--- src/core/ofe_pkg.sv ---
// Overview of operation
// - Detach bit 10 cuts both photodiode pins from the amplifier; offset current only.
// - While detached, photodiode bias is switched off.
// - Short bit 5 ties both amplifier inputs to common mode while amplifier sleeps.
// - In external clock mode the clock is divided by field bits 2-0.
// - Codes 0..6 give ratios 2,8,-,12,4,1,6; host never writes 2 or 7.
// - Power-down window start count, 16 bits read/write at 0x32, resets to zero.
// - Power-down window end count, 16 bits read/write at 0x33, resets to zero.
// - Write-only 16-bit start time of the custom timing signal at 0x34.
// - Write-only 16-bit end time of the custom timing signal at 0x35.
package ofe_pkg;

    // ==========================================================
    // Register map
    localparam logic [7:0]  CTRL_OFS          = 8'h31;
    localparam logic [7:0]  SLEEP_BEGIN_OFS   = 8'h32;
    localparam logic [7:0]  SLEEP_FINISH_OFS  = 8'h33;
    localparam logic [7:0]  CUSTOM_BEGIN_OFS  = 8'h34;
    localparam logic [7:0]  CUSTOM_FINISH_OFS = 8'h35;

    localparam int          DETACH_POS        = 10;
    localparam int          SHORT_POS         = 5;
    localparam int          DIV_MSB           = 2;
    localparam int          COUNT_W           = 16;

    localparam logic [2:0]  DIV_RESET         = 3'h0;
    localparam logic [15:0] COUNT_RESET       = 16'h0;
    localparam logic [23:0] WORD_ZERO         = 24'h0;
    localparam logic [3:0]  BIT_COUNT_BYTE    = 4'h8;
    localparam logic [3:0]  BIT_COUNT_LAST    = 4'h7;
    localparam logic [1:0]  BYTE_LAST         = 2'h2;

    // ==========================================================
    // Types
    typedef struct packed {
        logic [7:0]  addr;
        logic [23:0] data;
    } reg_wr_t;

    typedef enum logic [2:0] {
        ST_IDLE    = 3'h0,
        ST_DEVADDR = 3'h1,
        ST_ACK     = 3'h3,
        ST_REGADDR = 3'h2,
        ST_WRITE   = 3'h6,
        ST_READ    = 3'h7,
        ST_RDACK   = 3'h5
    } link_state_t;

    // ==========================================================
    // Helpers
    // Illegal codes fall back to no division so the engine keeps running
    // ratio table
    function automatic logic [3:0] ratio_of(input logic [2:0] code);
        unique case (code)
            3'h0: ratio_of = 4'h2;
            3'h1: ratio_of = 4'h8;
            3'h3: ratio_of = 4'hc;
            3'h4: ratio_of = 4'h4;
            3'h6: ratio_of = 4'h6;
            default: ratio_of = 4'h1;
        endcase
    endfunction : ratio_of

    // Bytes go out most significant first
    function automatic logic [7:0] byte_of(input logic [23:0] word, input logic [1:0] idx);
        unique case (idx)
            2'h0: byte_of = word[23:16];
            2'h1: byte_of = word[15:8];
            default: byte_of = word[7:0];
        endcase
    endfunction : byte_of

endpackage : ofe_pkg

--- src/core/clk_ratio_tick.sv ---
`timescale 1ns/1ps
`default_nettype none
module clk_ratio_tick (
    input  wire logic       core_clk,
    input  wire logic       rst,
    input  wire logic       ext_mode,
    input  wire logic [2:0] code,
    output logic            tick
);
    import ofe_pkg::*;

    logic [3:0] cnt_ff;
    logic       tick_ff;
    wire  [3:0] ratio = ext_mode ? ratio_of(code) : 4'h1;
    wire        wrap  = (cnt_ff >= ratio - 4'h1);

    always_ff @(posedge core_clk) begin
        if (rst) begin
            cnt_ff  <= 4'h0;
            tick_ff <= 1'b0;
        end else begin
            cnt_ff  <= wrap ? 4'h0 : cnt_ff + 4'h1;
            tick_ff <= wrap;
        end
    end

    assign tick = tick_ff;

    a_tick_spacing:
    assert property (@(posedge core_clk) disable iff (rst)
        tick_ff && ratio > 4'h1 && $stable(ratio) |=> !tick_ff)
        else $error("tick repeated faster than the ratio");

    a_ratio_code_two:
    assert property (@(posedge core_clk) disable iff (rst)
        ext_mode && code == 3'h0 && cnt_ff == 4'h1 |=> tick_ff && cnt_ff == 4'h0)
        else $error("divide by two did not tick on wrap");

endmodule : clk_ratio_tick
`default_nettype wire

--- src/core/i2c_reg_port.sv ---
`timescale 1ns/1ps
`default_nettype none
module i2c_reg_port #(
    // Arbitrary neutral bus address
    parameter logic [6:0] DEV_ADDR = 7'h2a
) (
    input  wire logic           core_clk,
    input  wire logic           rst,
    input  wire logic           scl_in,
    input  wire logic           sda_in,
    output logic                sda_out,
    output logic                sda_oe,
    output logic                wr_valid,
    output ofe_pkg::reg_wr_t    wr_req,
    output logic [7:0]          rd_addr,
    input  wire logic [23:0]    rd_data
);
    import ofe_pkg::*;

    // ==========================================================
    // Pin synchronisers and glitch filter
    logic [2:0]  scl_sync_ff, sda_sync_ff;
    logic        scl_f_ff, sda_f_ff, scl_q_ff, sda_q_ff;

    always_ff @(posedge core_clk) begin
        if (rst) begin
            scl_sync_ff <= 3'h7;
            sda_sync_ff <= 3'h7;
            scl_f_ff    <= 1'b1;
            sda_f_ff    <= 1'b1;
            scl_q_ff    <= 1'b1;
            sda_q_ff    <= 1'b1;
        end else begin
            scl_sync_ff <= {scl_sync_ff[1:0], scl_in};
            sda_sync_ff <= {sda_sync_ff[1:0], sda_in};
            if (scl_sync_ff[1] == scl_sync_ff[2]) scl_f_ff <= scl_sync_ff[2];
            if (sda_sync_ff[1] == sda_sync_ff[2]) sda_f_ff <= sda_sync_ff[2];
            scl_q_ff    <= scl_f_ff;
            sda_q_ff    <= sda_f_ff;
        end
    end

    wire scl_rise = scl_f_ff && !scl_q_ff;
    wire scl_fall = !scl_f_ff && scl_q_ff;
    wire start    = scl_f_ff && scl_q_ff && sda_q_ff && !sda_f_ff;
    wire stop     = scl_f_ff && scl_q_ff && !sda_q_ff && sda_f_ff;

    // ==========================================================
    // Byte engine
    link_state_t state_ff;
    logic [3:0]  bit_cnt_ff;
    logic [7:0]  shift_ff, tx_ff, reg_ptr_ff;
    logic [1:0]  byte_idx_ff, ack_src_ff;
    logic        rw_ff, sda_oe_ff, wr_valid_ff;
    logic [23:0] word_ff, rd_word_ff;
    wire  [7:0]  next_rd_byte = byte_of(rd_word_ff, byte_idx_ff + 2'h1);

    always_ff @(posedge core_clk) begin
        if (rst) begin
            state_ff <= ST_IDLE;
            bit_cnt_ff <= 4'h0;
            shift_ff <= 8'h0;
            tx_ff <= 8'h0;
            reg_ptr_ff <= 8'h0;
            byte_idx_ff <= 2'h0;
            ack_src_ff <= 2'h0;
            rw_ff <= 1'b0;
            sda_oe_ff <= 1'b0;
            wr_valid_ff <= 1'b0;
            word_ff <= WORD_ZERO;
            rd_word_ff <= WORD_ZERO;
        end else begin
            wr_valid_ff <= 1'b0;
            if (start) begin
                state_ff <= ST_DEVADDR;
                bit_cnt_ff <= 4'h0;
                sda_oe_ff <= 1'b0;
            end else if (stop) begin
                state_ff <= ST_IDLE;
                sda_oe_ff <= 1'b0;
            end else begin
                unique case (state_ff)
                    ST_IDLE: begin
                    end
                    ST_DEVADDR, ST_REGADDR, ST_WRITE: begin
                        if (scl_rise) begin
                            shift_ff <= {shift_ff[6:0], sda_f_ff};
                            bit_cnt_ff <= bit_cnt_ff + 4'h1;
                        end else if (scl_fall && bit_cnt_ff == BIT_COUNT_BYTE) begin
                            bit_cnt_ff <= 4'h0;
                            sda_oe_ff <= 1'b1;
                            state_ff <= ST_ACK;
                            if (state_ff == ST_DEVADDR) begin
                                rw_ff <= shift_ff[0];
                                ack_src_ff <= 2'h0;
                                if (shift_ff[7:1] != DEV_ADDR) begin
                                    sda_oe_ff <= 1'b0;
                                    state_ff <= ST_IDLE;
                                end
                            end else if (state_ff == ST_REGADDR) begin
                                reg_ptr_ff <= shift_ff;
                                byte_idx_ff <= 2'h0;
                                ack_src_ff <= 2'h1;
                            end else begin
                                word_ff <= {word_ff[15:0], shift_ff};
                                ack_src_ff <= 2'h2;
                                wr_valid_ff <= (byte_idx_ff == BYTE_LAST);
                                byte_idx_ff <= (byte_idx_ff == BYTE_LAST) ? 2'h0
                                                                          : byte_idx_ff + 2'h1;
                            end
                        end
                    end
                    ST_ACK: begin
                        if (scl_fall) begin
                            sda_oe_ff <= 1'b0;
                            if (ack_src_ff == 2'h0 && rw_ff) begin
                                rd_word_ff <= rd_data;
                                byte_idx_ff <= 2'h0;
                                tx_ff <= byte_of(rd_data, 2'h0);
                                sda_oe_ff <= !rd_data[23];
                                state_ff <= ST_READ;
                            end else begin
                                state_ff <= (ack_src_ff == 2'h0) ? ST_REGADDR : ST_WRITE;
                            end
                        end
                    end
                    ST_READ: begin
                        if (scl_fall) begin
                            bit_cnt_ff <= bit_cnt_ff + 4'h1;
                            tx_ff <= {tx_ff[6:0], 1'b0};
                            sda_oe_ff <= !tx_ff[6];
                            if (bit_cnt_ff == BIT_COUNT_LAST) begin
                                sda_oe_ff <= 1'b0;
                                state_ff <= ST_RDACK;
                            end
                        end
                    end
                    ST_RDACK: begin
                        if (scl_rise && sda_f_ff) begin
                            state_ff <= ST_IDLE;
                        end else if (scl_fall) begin
                            byte_idx_ff <= (byte_idx_ff == BYTE_LAST) ? 2'h0
                                                                      : byte_idx_ff + 2'h1;
                            tx_ff <= next_rd_byte;
                            sda_oe_ff <= !next_rd_byte[7];
                            bit_cnt_ff <= 4'h0;
                            state_ff <= ST_READ;
                        end
                    end
                    default: begin
                        state_ff <= ST_IDLE;
                        sda_oe_ff <= 1'b0;
                    end
                endcase
            end
        end
    end

    // Open-drain: the pin is only ever pulled low
    assign sda_out  = 1'b0;
    assign sda_oe   = sda_oe_ff;
    assign wr_valid = wr_valid_ff;
    assign wr_req   = '{addr: reg_ptr_ff, data: word_ff};
    assign rd_addr  = reg_ptr_ff;

endmodule : i2c_reg_port
`default_nettype wire

--- src/core/optical_frontend_ctrl_regs.sv ---
`timescale 1ns/1ps
`default_nettype none
module optical_frontend_ctrl_regs #(
    parameter logic [6:0]  DEV_ADDR   = 7'h2a,
    // Timing engine frame length in divided ticks
    parameter logic [15:0] FRAME_LEN  = 16'h9c40
) (
    input  wire logic core_clk,
    input  wire logic rst,
    input  wire logic scl_in,
    input  wire logic sda_in,
    output logic      sda_out,
    output logic      sda_oe,
    input  wire logic ext_clk_mode,
    input  wire logic adc_ready_in,
    input  wire logic use_custom_ready,
    output logic      photodiode_detach,
    output logic      photodiode_bias_en,
    output logic      sense_to_common_mode,
    output logic      sleep_active,
    output logic      custom_signal,
    output logic      ready_out
);
    import ofe_pkg::*;

    // ==========================================================
    // Host link
    logic        wr_valid;
    reg_wr_t     wr_req;
    logic [7:0]  rd_addr;
    logic [23:0] rd_data;

    i2c_reg_port #(
        .DEV_ADDR (DEV_ADDR)
    ) u_link (
        .core_clk (core_clk),
        .rst      (rst),
        .scl_in   (scl_in),
        .sda_in   (sda_in),
        .sda_out  (sda_out),
        .sda_oe   (sda_oe),
        .wr_valid (wr_valid),
        .wr_req   (wr_req),
        .rd_addr  (rd_addr),
        .rd_data  (rd_data)
    );

    // ==========================================================
    // Write decode
    wire wr_ctrl          = wr_valid && wr_req.addr == CTRL_OFS;
    wire wr_sleep_begin   = wr_valid && wr_req.addr == SLEEP_BEGIN_OFS;
    wire wr_sleep_finish  = wr_valid && wr_req.addr == SLEEP_FINISH_OFS;
    wire wr_custom_begin  = wr_valid && wr_req.addr == CUSTOM_BEGIN_OFS;
    wire wr_custom_finish = wr_valid && wr_req.addr == CUSTOM_FINISH_OFS;

    logic                detach_ff;
    logic                bias_en_ff;
    logic                input_short_ff;
    logic [2:0]          external_clock_divider_ff;
    logic [COUNT_W-1:0]  sleep_window_begin_ff;
    logic [COUNT_W-1:0]  sleep_window_finish_ff;
    logic [COUNT_W-1:0]  custom_signal_begin_ff;
    logic [COUNT_W-1:0]  custom_signal_finish_ff;

    // Reserved bits are dropped on write; the host keeps them zero.
    // reserved bits ignored
    always_ff @(posedge core_clk) begin
        if (rst) begin
            detach_ff                 <= 1'b0;
            bias_en_ff                <= 1'b1;
            input_short_ff            <= 1'b0;
            external_clock_divider_ff <= DIV_RESET;
        end else if (wr_ctrl) begin
            detach_ff                 <= wr_req.data[DETACH_POS];
            bias_en_ff                <= !wr_req.data[DETACH_POS];
            input_short_ff            <= wr_req.data[SHORT_POS];
            external_clock_divider_ff <= wr_req.data[DIV_MSB:0];
        end
    end

    always_ff @(posedge core_clk) begin
        if (rst) sleep_window_begin_ff <= COUNT_RESET;
        else if (wr_sleep_begin) sleep_window_begin_ff <= wr_req.data[COUNT_W-1:0];
    end

    always_ff @(posedge core_clk) begin
        if (rst) sleep_window_finish_ff <= COUNT_RESET;
        else if (wr_sleep_finish) sleep_window_finish_ff <= wr_req.data[COUNT_W-1:0];
    end

    always_ff @(posedge core_clk) begin
        if (rst) custom_signal_begin_ff <= COUNT_RESET;
        else if (wr_custom_begin) custom_signal_begin_ff <= wr_req.data[COUNT_W-1:0];
    end

    always_ff @(posedge core_clk) begin
        if (rst) custom_signal_finish_ff <= COUNT_RESET;
        else if (wr_custom_finish) custom_signal_finish_ff <= wr_req.data[COUNT_W-1:0];
    end

    // ==========================================================
    // Read mux
    // Detach bit and the custom signal times are write-only and read as zero
    wire [23:0] ctrl_word  = {18'h0, input_short_ff, 2'h0, external_clock_divider_ff};
    assign rd_data = (rd_addr == CTRL_OFS)         ? ctrl_word :
                     (rd_addr == SLEEP_BEGIN_OFS)  ? {8'h0, sleep_window_begin_ff} :
                     (rd_addr == SLEEP_FINISH_OFS) ? {8'h0, sleep_window_finish_ff} :
                     WORD_ZERO;

    // ==========================================================
    // Timing engine on the divided clock
    logic               tick;
    logic [COUNT_W-1:0] frame_cnt_ff;
    logic               sleep_ff;
    logic               custom_ff;
    logic               short_ff;
    logic               ready_ff;

    clk_ratio_tick u_div (
        .core_clk (core_clk),
        .rst      (rst),
        .ext_mode (ext_clk_mode),
        .code     (external_clock_divider_ff),
        .tick     (tick)
    );

    wire frame_wrap   = frame_cnt_ff == FRAME_LEN - 16'h1;
    wire sleep_set    = frame_cnt_ff == sleep_window_begin_ff;
    wire sleep_clr    = frame_cnt_ff == sleep_window_finish_ff;
    wire custom_set   = frame_cnt_ff == custom_signal_begin_ff;
    wire custom_clr   = frame_cnt_ff == custom_signal_finish_ff;

    always_ff @(posedge core_clk) begin
        if (rst) frame_cnt_ff <= COUNT_RESET;
        else if (tick) frame_cnt_ff <= frame_wrap ? COUNT_RESET : frame_cnt_ff + 16'h1;
    end

    // Equal start and end counts mean the window never opens.
    // window edges
    always_ff @(posedge core_clk) begin
        if (rst) sleep_ff <= 1'b0;
        else if (tick && sleep_clr) sleep_ff <= 1'b0;
        else if (tick && sleep_set) sleep_ff <= 1'b1;
    end

    always_ff @(posedge core_clk) begin
        if (rst) custom_ff <= 1'b0;
        else if (tick && custom_clr) custom_ff <= 1'b0;
        else if (tick && custom_set) custom_ff <= 1'b1;
    end

    always_ff @(posedge core_clk) begin
        if (rst) short_ff <= 1'b0;
        else short_ff <= input_short_ff && sleep_ff;
    end

    // Custom signal may stand in for conversion-ready
    always_ff @(posedge core_clk) begin
        if (rst) ready_ff <= 1'b0;
        else ready_ff <= use_custom_ready ? custom_ff : adc_ready_in;
    end

    assign photodiode_detach    = detach_ff;
    assign photodiode_bias_en   = bias_en_ff;
    assign sense_to_common_mode = short_ff;
    assign sleep_active         = sleep_ff;
    assign custom_signal        = custom_ff;
    assign ready_out            = ready_ff;

    // ==========================================================
    // Assertions
    a_detach_follows_bit:
    assert property (@(posedge core_clk) disable iff (rst)
        wr_ctrl |=> detach_ff == $past(wr_req.data[DETACH_POS]))
        else $error("detach did not follow bit 10");

    a_bias_off_detach:
    assert property (@(posedge core_clk) disable iff (rst)
        bias_en_ff == !detach_ff)
        else $error("bias on while photodiode detached");

    a_short_in_sleep:
    assert property (@(posedge core_clk) disable iff (rst)
        input_short_ff && sleep_ff && $stable(input_short_ff) |=> short_ff)
        else $error("inputs not shorted during power-down");

    a_no_short_awake:
    assert property (@(posedge core_clk) disable iff (rst)
        !sleep_ff |=> !short_ff)
        else $error("inputs shorted while amplifier awake");

    a_begin_count_stored:
    assert property (@(posedge core_clk) disable iff (rst)
        wr_sleep_begin |=> sleep_window_begin_ff == $past(wr_req.data[15:0]))
        else $error("start count not stored");

    a_finish_count_stored:
    assert property (@(posedge core_clk) disable iff (rst)
        wr_sleep_finish ##1 rd_addr == SLEEP_FINISH_OFS
        |-> rd_data == {8'h0, $past(wr_req.data[15:0])})
        else $error("end count reads back wrong");

    a_write_only_zero:
    assert property (@(posedge core_clk) disable iff (rst)
        rd_addr == CUSTOM_BEGIN_OFS || rd_addr == CUSTOM_FINISH_OFS |-> rd_data == WORD_ZERO)
        else $error("write-only register read non-zero");

    a_custom_end_stored:
    assert property (@(posedge core_clk) disable iff (rst)
        wr_custom_finish |=> custom_signal_finish_ff == $past(wr_req.data[15:0]))
        else $error("custom end time not stored");

    a_window_opens:
    assert property (@(posedge core_clk) disable iff (rst)
        tick && sleep_set && !sleep_clr |=> sleep_ff)
        else $error("window did not open at start count");

    a_window_closes:
    assert property (@(posedge core_clk) disable iff (rst)
        tick && sleep_clr |=> !sleep_ff)
        else $error("window did not close at end count");

    a_window_holds:
    assert property (@(posedge core_clk) disable iff (rst)
        !tick |=> sleep_ff == $past(sleep_ff))
        else $error("window moved without a timing tick");

    a_frame_wraps:
    assert property (@(posedge core_clk) disable iff (rst)
        tick && frame_wrap |=> frame_cnt_ff == COUNT_RESET)
        else $error("timing counter did not wrap at frame end");

    a_custom_opens:
    assert property (@(posedge core_clk) disable iff (rst)
        tick && custom_set && !custom_clr |=> custom_ff)
        else $error("custom signal did not rise at start time");

    a_custom_closes:
    assert property (@(posedge core_clk) disable iff (rst)
        tick && custom_clr |=> !custom_ff)
        else $error("custom signal did not fall at end time");

    a_ready_source:
    assert property (@(posedge core_clk) disable iff (rst)
        use_custom_ready |=> ready_ff == $past(custom_ff))
        else $error("ready output not taken from custom signal");

    a_short_disabled:
    assert property (@(posedge core_clk) disable iff (rst)
        !input_short_ff |=> !short_ff)
        else $error("inputs shorted with short control clear");

    a_divider_field:
    assert property (@(posedge core_clk) disable iff (rst)
        wr_ctrl |=> external_clock_divider_ff == $past(wr_req.data[2:0]))
        else $error("divider field not stored");

endmodule : optical_frontend_ctrl_regs
`default_nettype wire

--- config.mk ---
export PLATFORM = sky130hd
export DESIGN_NAME = optical_frontend_ctrl_regs
export DESIGN_NICKNAME = d
export VERILOG_FILES = /design/src/core/ofe_pkg.sv /design/src/core/clk_ratio_tick.sv /design/src/core/i2c_reg_port.sv /design/src/core/optical_frontend_ctrl_regs.sv
export SDC_FILE = /design/constraint.sdc
export NUM_CORES = 1
export LEC_CHECK = 0
export ABC_AREA = 0
export BUFFER_PORTS_ARGS = -buffer_cell sky130_fd_sc_hd__buf_2
export CAP_MARGIN = 10
export CORE_ASPECT_RATIO = 1.1
export CORE_MARGIN = 4
export CORE_UTILIZATION = 57
export CTS_BUF_LIST = sky130_fd_sc_hd__clkbuf_4 sky130_fd_sc_hd__clkbuf_8 sky130_fd_sc_hd__clkbuf_16
export CTS_CLUSTER_SIZE = 25
export DETAILED_ROUTE_END_ITERATION = 16
export PLACE_DENSITY = 0.76
export SYNTH_ARGS = -nofsm -noshare
export SYNTH_HDL_FRONTEND = slang
export SYNTH_SLANG_ARGS = --single-unit
--- constraint.sdc ---
create_clock -name core_clk -period 2.1 [get_ports core_clk]
set_input_delay 0.105 -clock core_clk [delete_from_list [all_inputs] [get_ports core_clk]]
set_output_delay 0.105 -clock core_clk [all_outputs]
set_load 0.1 [all_outputs]
==> results.sh, run 1 <==
export IMPL_ff_latch_area_um2=3490
export IMPL_yosysMostFrequentCell="dfxtp_1"
export IMPL_antenna_violating_nets_post_route=0
export IMPL_busiest_layer="met2"
export IMPL_total_power_uw=7100
export IMPL_cp_startpoint="external_clock_divider_ff[2]"
export IMPL_hold_path_depth=2
export IMPL_pin_count=15
export IMPL_cts_buffers=17
export IMPL_initial_core_util=0.587
export IMPL_cts_tree="yes"
export IMPL_clockRootBuffer="clkbuf_16"
export IMPL_synth_edf_count=0
export IMPL_ys_seq_area_frac=0.427
export IMPL_path_cells="nor2b_4 > nor2_1 > o21a_1 > ha_1 > ha_1 > a21o_1 > a21o_1 > a211oi_2 > and2_1"
export IMPL_peakVddDrop_mv=0.563
export IMPL_fin_nets=990
export IMPL_drive_gt1_frac=0.148
export IMPL_crit_fanout=4
export IMPL_fillers=1144
export IMPL_grt_pass1_wl_um=32200
export IMPL_path_delay_family="compound AO/OA/AOI/OAI gates"
export IMPL_synthFlopType="dfxtp_1"
export IMPL_routed_wl_um=19900
export IMPL_grt_pass1_vias=6327
export IMPL_diodes=0
export IMPL_core_um2=13900
export IMPL_first_pass_iters=5
export IMPL_hp_class="in2reg"
export IMPL_setup_tns_ns=-0.00386
export IMPL_wl_per_cell_um=16.9
export IMPL_worstSetupEndpointType="flip-flop"
export IMPL_detailed_place_hpwl_um=13300
export IMPL_synth_net_count=969
export IMPL_dp_slack_ns=-0.0769
export IMPL_num_rows=45
export IMPL_outcome="complete, but fails checks"
export IMPL_layoutNonFillerInstCount=1172
export IMPL_synth_common_cells="174 x dfxtp_1, 133 x nand2_1, 106 x nor2_1"
export IMPL_required_ns=2.48
export IMPL_met1_usage=0.334
export IMPL_synth_top_cell_area_share=0.427
export IMPL_violations="negative setup slack"
export IMPL_clkLatencyLatePin_ns=0.43
export IMPL_area_delta_synth_final_pct=14.4
export IMPL_clk_path_buf_depth=2
export IMPL_synth_cells=950
export IMPL_ys_top_cells_by_area="dfxtp_1 43%, xnor2_1 7.5%, mux2i_1 6.7%"
export IMPL_antenna_found_initial=0
export IMPL_grt_max_degree=39
export IMPL_drt_iter0_drc=612
export IMPL_hold_slack_ns=0.0905
export IMPL_clkSlewWorstSetupHoldPaths_ns=0.07
export IMPL_critical_path_cell_count=9
export IMPL_syn_area_um2=8160
export IMPL_routabilityCongestion=0.944
export IMPL_period_needed_ns=2.10
export IMPL_clock_sinks=174
export IMPL_dieWidth_um=122
export IMPL_hold_viol=0
export IMPL_leakage_uw=0.00332
export IMPL_grt_use_met2=0.390
export IMPL_use_met3=0.0480
export IMPL_avgSynthCellArea_um2=8.59
export IMPL_crit_end="u_div.cnt_ff[0]"
export IMPL_drv_slew=0
export IMPL_h_tree_depth=4
export IMPL_crit_type="reg2reg"
export IMPL_crit_path_max_incr_delay_ns=0.36
export IMPL_ys_seq_elements=174
export IMPL_grtUsageTotal=0.249
export IMPL_clock_skew_ns=0.00766
export IMPL_dp_cells=1134
export IMPL_maxClockFrequency_ghz=0.475
export IMPL_r2r_slack_ns=-0.004
export IMPL_path_buf_inv=0
export IMPL_slowest_stage="dfxtp_4"
export IMPL_synth_top_cell_by_area="dfxtp_1"
export IMPL_yosysWarnings=0
export IMPL_async_flop_share=0
export IMPL_reg2regPathDepth=9
export IMPL_final_setup_worst_slack_ns=-0.00386
export IMPL_synth_distinct_cells=64
export IMPL_dieArea_um2=16300
export IMPL_route_vias_total=6733
export IMPL_grt_ovfl_total=0
export IMPL_critPathArrivalTime_ns=2.48
export IMPL_drv_cap=0
export IMPL_viasPerCell=5.74
export IMPL_fp_dieH_um=134
export IMPL_portBuffers=13
export IMPL_r2r_end="u_div.cnt_ff[0]"
export IMPL_multi_input_area_um2=4400
export IMPL_start_kind="flip-flop"
export IMPL_remaining_drc_errors=0
export IMPL_rsz0062_at_grt="yes"
export IMPL_period_share=1.00
export IMPL_r2r_start="external_clock_divider_ff[2]"
export IMPL_setup_viol=1
export IMPL_power_per_cell_area_nw_per_um2=760
-- report_power, final --
| group | leakage [µW] | total (µW) | internal [µW] | switching, µW |
|---|---|---|---|---|
| clock | 0.000306 | 3380 | 2030 | 1350 |
| sequential | 0.00140 | 3360 | 3330 | 30.9 |
| combinational | 0.00161 | 359 | 124 | 235 |
| total | 0.00332 | 7100 | 5480 | 1610 |
-- cells by family (layout without fill, tap and decap cells) --
group                      after synthesis  count (layout)  share of synthesized area
adders and majority gates               12              12                     0.0184
other                                    1               1                   0.000459
muxes                                   73              73                     0.0923
buffers and inverters                   79             113                     0.0389
AOI/OAI and AO/OA                      159             159                      0.118
and+or+nand+nor                        370             370                      0.217
DFF                                    174             174                      0.427
xor gates and xnor gates                82              82                     0.0880
-- flip-flops by register name (all words and copies together) (netlist names), 2 cells and up --
register                   cells
frame_cnt_ff                  16
sleep_window_finish_ff        16
sleep_window_begin_ff         16
u_link.sda_sync_ff             3
u_link.word_ff                16
u_link.bit_cnt_ff              4
u_div.cnt_ff                   4
u_link.state_ff                3
u_link.rd_word_ff             16
u_link.ack_src_ff              2
custom_signal_finish_ff       16
u_link.rd_addr                 8
u_link.byte_idx_ff             2
u_link.tx_ff                   7
external_clock_divider_ff      3
u_link.scl_sync_ff             3
custom_signal_begin_ff        16
u_link.shift_ff                8
-- routing by layer --
layer  part of all wire  up-vias
met4              0.035        0
met1               0.45     3179
li1                   -     3298
met5                  0        -
met2               0.47      204
met3              0.050       52
-- cell type report --
type | instances | area share
Multi-Input combinational cell | 697 | 0.471
Sequential cell | 174 | 0.373
Timing Repair Buffer | 70 | 0.0585
Clock buffer | 19 | 0.0471
Tap cell | 188 | 0.0252
Clock inverter | 13 | 0.0201
Inverter | 11 | 0.00442
-- placed cells by master, fill, tap and decap left out, types with 12 or more instances in the layout --
master	netlist	layout
a21oi_1	82	82
nand3_1	20	20
o21ai_0	18	17
nand4_1	20	20
clkbuf_16	0	17
xor2_1	12	12
dfxtp_1	174	172
nand2_1	133	133
a22oi_1	16	16
ha_1	12	12
mux2i_1	55	55
buf_2	11	12
xnor2_1	70	70
mux2_2	16	16
buf_4	2	50
nor2_1	106	106
-- worst min path at each step --
stage,start,to,slack [ns]
global route,rst,u_link.rd_addr[0],0.08
floorplan,scl_in,u_link.scl_sync_ff[0],0.21
detailed placement,sda_in,u_link.sda_sync_ff[0],0.29
finish,rst,u_link.rd_addr[0],0.09
CTS,rst,u_link.rw_ff,0.08
global placement,scl_in,u_link.scl_sync_ff[0],0.29
-- repair_timing --
action,in CTS,in global routing
hold buffers,4,0
gates resized for setup,5,7
hold endpoints to repair,3,0
pin swaps,2,1
setup endpoints to repair,4,31
buffers inserted,1,1
-- metrics by stage --
step	utilization	area [µm²]
after floorplan	-	8170
after global placement	0.620	8620
after detailed placement	0.620	8620
after CTS	0.669	9310
after global routing	0.672	9340
final	0.672	9340
(Power assumes the default switching activity.)
==> run 2: changes to the inputs <==
CELL_PAD_IN_SITES_DETAIL_PLACEMENT = 0   (was unset)
CELL_PAD_IN_SITES_GLOBAL_PLACEMENT = 1   (was unset)
CORE_UTILIZATION = 44   (was 57)
GPL_TIMING_DRIVEN = 0   (was unset)
PLACE_DENSITY = unset   (was 0.76)
PLACE_DENSITY_LB_ADDON = 0.1   (was unset)
TNS_END_PERCENT = 1   (was unset)
==> run 2 against run 1 <==
Net effect: the flow still finishes with violations (negative setup slack); sequential power is essentially flat; register-to-register slack worse by 0.03 ns; power is 2.0% lower; sequential share of layout area increased by 0.16 points; non-clock buffer count is 15 higher; first-iteration DRC count fell by 43%; routed wire length up 15%; worst hold slack gained 0.14 ns; critical path depth down 2; die area increased by 28%; largest cell class unchanged; largest power group is now registers.
==> results.sh, run 2 (synthesized netlist as in run 1, its figures left out) <==
export IMPL_outcome="complete, but fails checks"
export IMPL_violations="negative setup slack"
export IMPL_power_per_cell_area_nw_per_um2=746
export IMPL_wl_per_cell_um=18.4
export IMPL_dieArea_um2=20800
export IMPL_start_kind="flip-flop"
export IMPL_hp_class="in2reg"
export IMPL_crit_fanout=10
export IMPL_antenna_violating_nets_post_route=0
export IMPL_hold_viol=0
export IMPL_core_um2=18000
export IMPL_relSlewSlack=0.422
export IMPL_clk_path_buf_depth=2
export IMPL_period_needed_ns=2.13
export IMPL_leakage_uw=0.00321
export IMPL_drv_cap=0
export IMPL_route_vias_total=6665
export IMPL_required_ns=2.38
export IMPL_num_rows=51
export IMPL_h_tree_depth=4
export IMPL_antenna_found_initial=0
export IMPL_grt_pass1_vias=6501
export IMPL_total_power_uw=6950
export IMPL_setup_viol=13
export IMPL_fp_dieH_um=151
export IMPL_initial_core_util=0.454
export IMPL_viasPerCell=5.39
export IMPL_clock_skew_ns=0.0117
export IMPL_clkLatencyLatePin_ns=0.43
export IMPL_remaining_drc_errors=0
export IMPL_stdcell_area_um2=9310
export IMPL_portBuffers=12
export IMPL_fin_nets=1005
export IMPL_clock_sinks=174
export IMPL_rsz0062_at_grt="yes"
export IMPL_dp_slack_ns=-0.266
export IMPL_clockRootBuffer="clkbuf_16"
export IMPL_drive_gt1_frac=0.132
export IMPL_grt_pass1_wl_um=36400
export IMPL_worstSetupEndpointType="flip-flop"
export IMPL_period_share=1.01
export IMPL_maxClockFrequency_ghz=0.469
export IMPL_area_delta_synth_final_pct=14.1
export IMPL_crit_type="reg2reg"
export IMPL_pin_count=15
export IMPL_cts_buffers=17
export IMPL_final_common_cell="dfxtp_1"
export IMPL_clkSlewWorstSetupHoldPaths_ns=0.07
export IMPL_hold_slack_ns=0.228
export IMPL_crit_path_max_incr_delay_ns=0.50
export IMPL_cts_tree="yes"
export IMPL_path_cells="and4bb_2 > nand4bb_4 > or3b_2 > buf_1 > buf_2 > nand2_1 > a21oi_1"
export IMPL_detailed_place_hpwl_um=16300
export IMPL_diodes=0
export IMPL_drt_iter0_drc=350
export IMPL_final_setup_worst_slack_ns=-0.0308
export IMPL_drv_slew=0
export IMPL_routabilityCongestion=0.883
export IMPL_dieWidth_um=138
export IMPL_worst_pin_slew_ns=0.866
export IMPL_grt_ovfl_total=0
export IMPL_critPathArrivalTime_ns=2.41
export IMPL_placedInstanceArea_um2=8530
export IMPL_grtUsageTotal=0.229
export IMPL_peakVddDrop_mv=0.587
export IMPL_grt_max_degree=17
export IMPL_routed_wl_um=22800
export IMPL_first_pass_iters=5
export IMPL_layout_common_cells="171 x dfxtp_1, 132 x nand2_1, 104 x nor2_1, 82 x a21oi_1, 70 x xnor2_1"
export IMPL_slowest_stage="or3b_2"
[run 2: cell types whose count changed in the layout (fill, tap and decap cells not counted), moves of 3 or more]
cell | before | now
clkbuf_8 | 0 | 3
buf_12 | 3 | 0
buf_4 | 50 | 6
clkbuf_1 | 0 | 35
buf_2 | 12 | 19
clkbuf_2 | 0 | 16
[run 2: worst max-delay path, delay by kind of cell (launching register included)]
kind | cells | cell delay [ns]
simple gates | 4 | 1.14
buf+inv | 2 | 0.46
flops | 1 | 0.31
compound gates | 1 | 0.06
[run 2: what timing repair did]
action	4_1_cts	5_1_grt
hold buffers	4	0
setup buffers	1	2
hold endpoints to repair	3	0
pin swaps	5	3
resized for setup	27	24
setup endpoints to repair	85	113
[run 2: layout make-up]
| class | count | area (µm²) |
|---|---|---|
| flip-flops and latches | 174 | 3490 |
| well taps | 238 | 298 |
| fillers | 1823 | 8680 |
| repair buffers | 19 | 123 |
| multi-input cells | 697 | 4460 |
| inverters | 11 | 41.3 |
| plain buffers | 66 | 303 |
| clock inverters | 11 | 130 |
| clock buffers | 20 | 467 |
[run 2: stage by stage]
| stage | utilization | cells | TNS (ns) |
|---|---|---|---|
| 3_5_place_dp | 0.474 | 1200 | -7.70 |
| 3_3_place_gp | 0.474 | 1200 | -7.46 |
| 5_1_grt | 0.518 | 1236 | -3.60 |
| 4_1_cts | 0.513 | 1236 | -0.956 |
| 6_report | 0.518 | 1236 | -0.204 |
| 2_1_floorplan | - | 950 | 0 |
[run 2: report_power, final]
group          switching [µW]  internal, µW  total [µW]  leakage [µW]
sequential               28.0          3330        3360       0.00141
combinational             256           114         370       0.00152
clock                    1370          1850        3220      0.000282
[run 2: routing by layer]
metal | vias up | wire (µm) | track usage
met5 | - | 0 | 0
li1 | 3311 | - | -
met1 | 3176 | 10200 | 0.296
met3 | 21 | 836 | 0.0359
met4 | 0 | 295 | 0.0548
met2 | 157 | 11500 | 0.402
[run 2: worst paths after layout]
path                               from                         to  slack [ns]  cells past startpoint
setup / recovery      u_link.rd_addr[7]  sleep_window_begin_ff[15]       -0.03                      7
hold / removal             ext_clk_mode                 u_div.tick        0.23                      5
setup reg to reg      u_link.rd_addr[7]  sleep_window_begin_ff[15]       -0.03                      7
hold reg to reg   u_link.scl_sync_ff[0]      u_link.scl_sync_ff[1]        0.41                      1
==> run 3: changes to the inputs <==
PLACE_DENSITY = 0.75   (was unset)
PLACE_DENSITY_LB_ADDON = unset   (was 0.1)
==> run 3 against run 2 <==
Net effect: the run still ends with negative setup slack left; maximum frequency down 0.55%; worst hold slack better by 0.027 ns; routed wire length down 2.6%; via count about the same; sequential share of layout area up 0.18 points; global-route usage down 0.52 points; die area unchanged; setup slack worse by 0.012 ns; critical path depth up 2; clock-buffer cell count down 3.
==> results.sh, run 3 (synthesized netlist as in run 1, its figures left out) <==
export IMPL_antenna_found_initial=0
export IMPL_hold_viol=0
export IMPL_worstSetupEndpointType="flip-flop"
export IMPL_diodes=0
export IMPL_drv_slew=0
export IMPL_detailed_place_hpwl_um=15700
export IMPL_rsz0062_at_grt="yes"
export IMPL_dieArea_um2=20800
export IMPL_fillers=1806
export IMPL_route_vias_total=6663
export IMPL_clk_path_buf_depth=2
export IMPL_grt_ovfl_total=0
export IMPL_period_needed_ns=2.14
export IMPL_clock_sinks=174
export IMPL_core_um2=18000
export IMPL_start_kind="flip-flop"
export IMPL_routed_wl_um=22200
export IMPL_crit_type="reg2reg"
export IMPL_cts_buffers=17
export IMPL_slowest_stage="dfxtp_4"
export IMPL_layoutNonFillerInstCount=1235
export IMPL_relSlewSlack=0.467
export IMPL_peakVddDrop_mv=0.600
export IMPL_clock_skew_ns=0.0127
export IMPL_worst_pin_slew_ns=0.800
export IMPL_remaining_drc_errors=0
export IMPL_final_util=0.515
export IMPL_fin_nets=1003
export IMPL_grtUsageTotal=0.224
export IMPL_clkLatencyLatePin_ns=0.43
export IMPL_dieWidth_um=138
export IMPL_hp_class="in2reg"
export IMPL_drv_cap=0
export IMPL_antenna_violating_nets_post_route=0
export IMPL_grt_pass1_wl_um=35300
export IMPL_drive_gt1_frac=0.132
export IMPL_area_delta_synth_final_pct=13.5
export IMPL_critPathArrivalTime_ns=2.53
export IMPL_r2r_slack_ns=-0.04
export IMPL_cts_setup_buffers=0
export IMPL_final_common_cell="dfxtp_1"
export IMPL_multi_input_area_um2=4450
export IMPL_wl_per_cell_um=18.0
export IMPL_violations="negative setup slack"
export IMPL_hold_start="ext_clk_mode"
export IMPL_path_cells="nor2b_4 > nor2_1 > o21a_1 > ha_1 > ha_1 > a21o_1 > a21o_1 > a211oi_4 > and2_1"
export IMPL_cts_tree="yes"
export IMPL_maxClockFrequency_ghz=0.467
export IMPL_ff_latch_area_um2=3490
export IMPL_hold_path_depth=5
export IMPL_first_pass_iters=5
export IMPL_r2r_start="external_clock_divider_ff[1]"
export IMPL_grt_max_degree=17
export IMPL_clockRootBuffer="clkbuf_16"
export IMPL_fp_dieH_um=151
export IMPL_crit_fanout=4
export IMPL_crit_path_max_incr_delay_ns=0.37
export IMPL_setup_viol=4
export IMPL_layout_common_cells="171 x dfxtp_1, 132 x nand2_1, 104 x nor2_1, 82 x a21oi_1, 70 x xnor2_1"
export IMPL_power_per_cell_area_nw_per_um2=733
export IMPL_clkSlewWorstSetupHoldPaths_ns=0.07
export IMPL_grt_pass1_vias=6274
export IMPL_cp_startpoint="external_clock_divider_ff[1]"
export IMPL_dp_cells=1200
export IMPL_h_tree_depth=4
export IMPL_leakage_uw=0.00319
export IMPL_reg2regPathDepth=9
export IMPL_drt_iter0_drc=500
export IMPL_initial_core_util=0.454
export IMPL_portBuffers=12
export IMPL_period_share=1.02
export IMPL_outcome="complete, but fails checks"
export IMPL_final_setup_worst_slack_ns=-0.0426
export IMPL_viasPerCell=5.40
export IMPL_required_ns=2.48
export IMPL_pin_count=15
export IMPL_routabilityCongestion=0.876
export IMPL_num_rows=51
[run 3: cell count changes in the layout (fill, tap and decap cells not counted), sizes merged]
cell      before  now
bufinv         2    1
buf           28   23
clkinvlp       4    2
inv           14   16
clkinv         2    7
[run 3: where the power goes]
part	total, µW	switching [µW]	leakage [µW]	internal, µW
clock	3050	1410	0.000275	1650
combinational	381	264	0.00151	118
sequential	3360	29.0	0.00141	3330
total	6790	1700	0.00319	5090
[run 3: layout make-up]
cell class                      count  area share
Inverter                           11     0.00445
Multi-Input combinational cell    697       0.481
Clock buffer                       17      0.0459
Clock inverter                     15      0.0146
Buffer                             67      0.0348
Sequential cell                   174       0.377
Tap cell                          238      0.0321
Timing Repair Buffer               16      0.0108
[run 3: worst paths after layout]
check	end
setup / recovery	u_div.cnt_ff[1]
hold / removal	u_div.tick
setup reg to reg	u_div.cnt_ff[1]
hold reg to reg	u_link.scl_sync_ff[1]
[run 3: repair_timing]
item / in CTS / in global routing
gates resized for setup: 21 / 41
endpoints found under the setup margin: 77 / 118
gates cloned: 0 / 0
pin swaps: 1 / 4
hold buffers: 4 / 0
endpoints found under the hold margin: 3 / 0
[run 3: metal layers]
metal  global-route usage  vias up  routed length, µm
met5                    0        -                  0
met2                0.361      156              10400
met4               0.0573        0                350
met3               0.0389       21                897
li1                     -     3328                  -
met1                0.312     3158              10500
[run 3: critical path: cells and delay by family (launching register included)]
kind | cells | cell delay (ns)
fa+ha+maj | 2 | 0.57
compound gates | 4 | 0.79
flops | 1 | 0.37
simple gates | 3 | 0.38
[run 3: stage by stage]
stage	hold slack, ns	cell area, µm²	worst slack [ns]	power [µW]	TNS, ns
2_1_floorplan	0.209	8170	0.0431	3690	0
6_report	0.255	9270	-0.0426	6790	-0.163
4_1_cts	0.216	9190	-0.111	6840	-1.11
3_5_place_dp	0.295	8530	-0.229	3800	-6.29
3_3_place_gp	0.289	8530	-0.217	3800	-7.17
5_1_grt	0.299	9270	-0.186	7040	-2.49
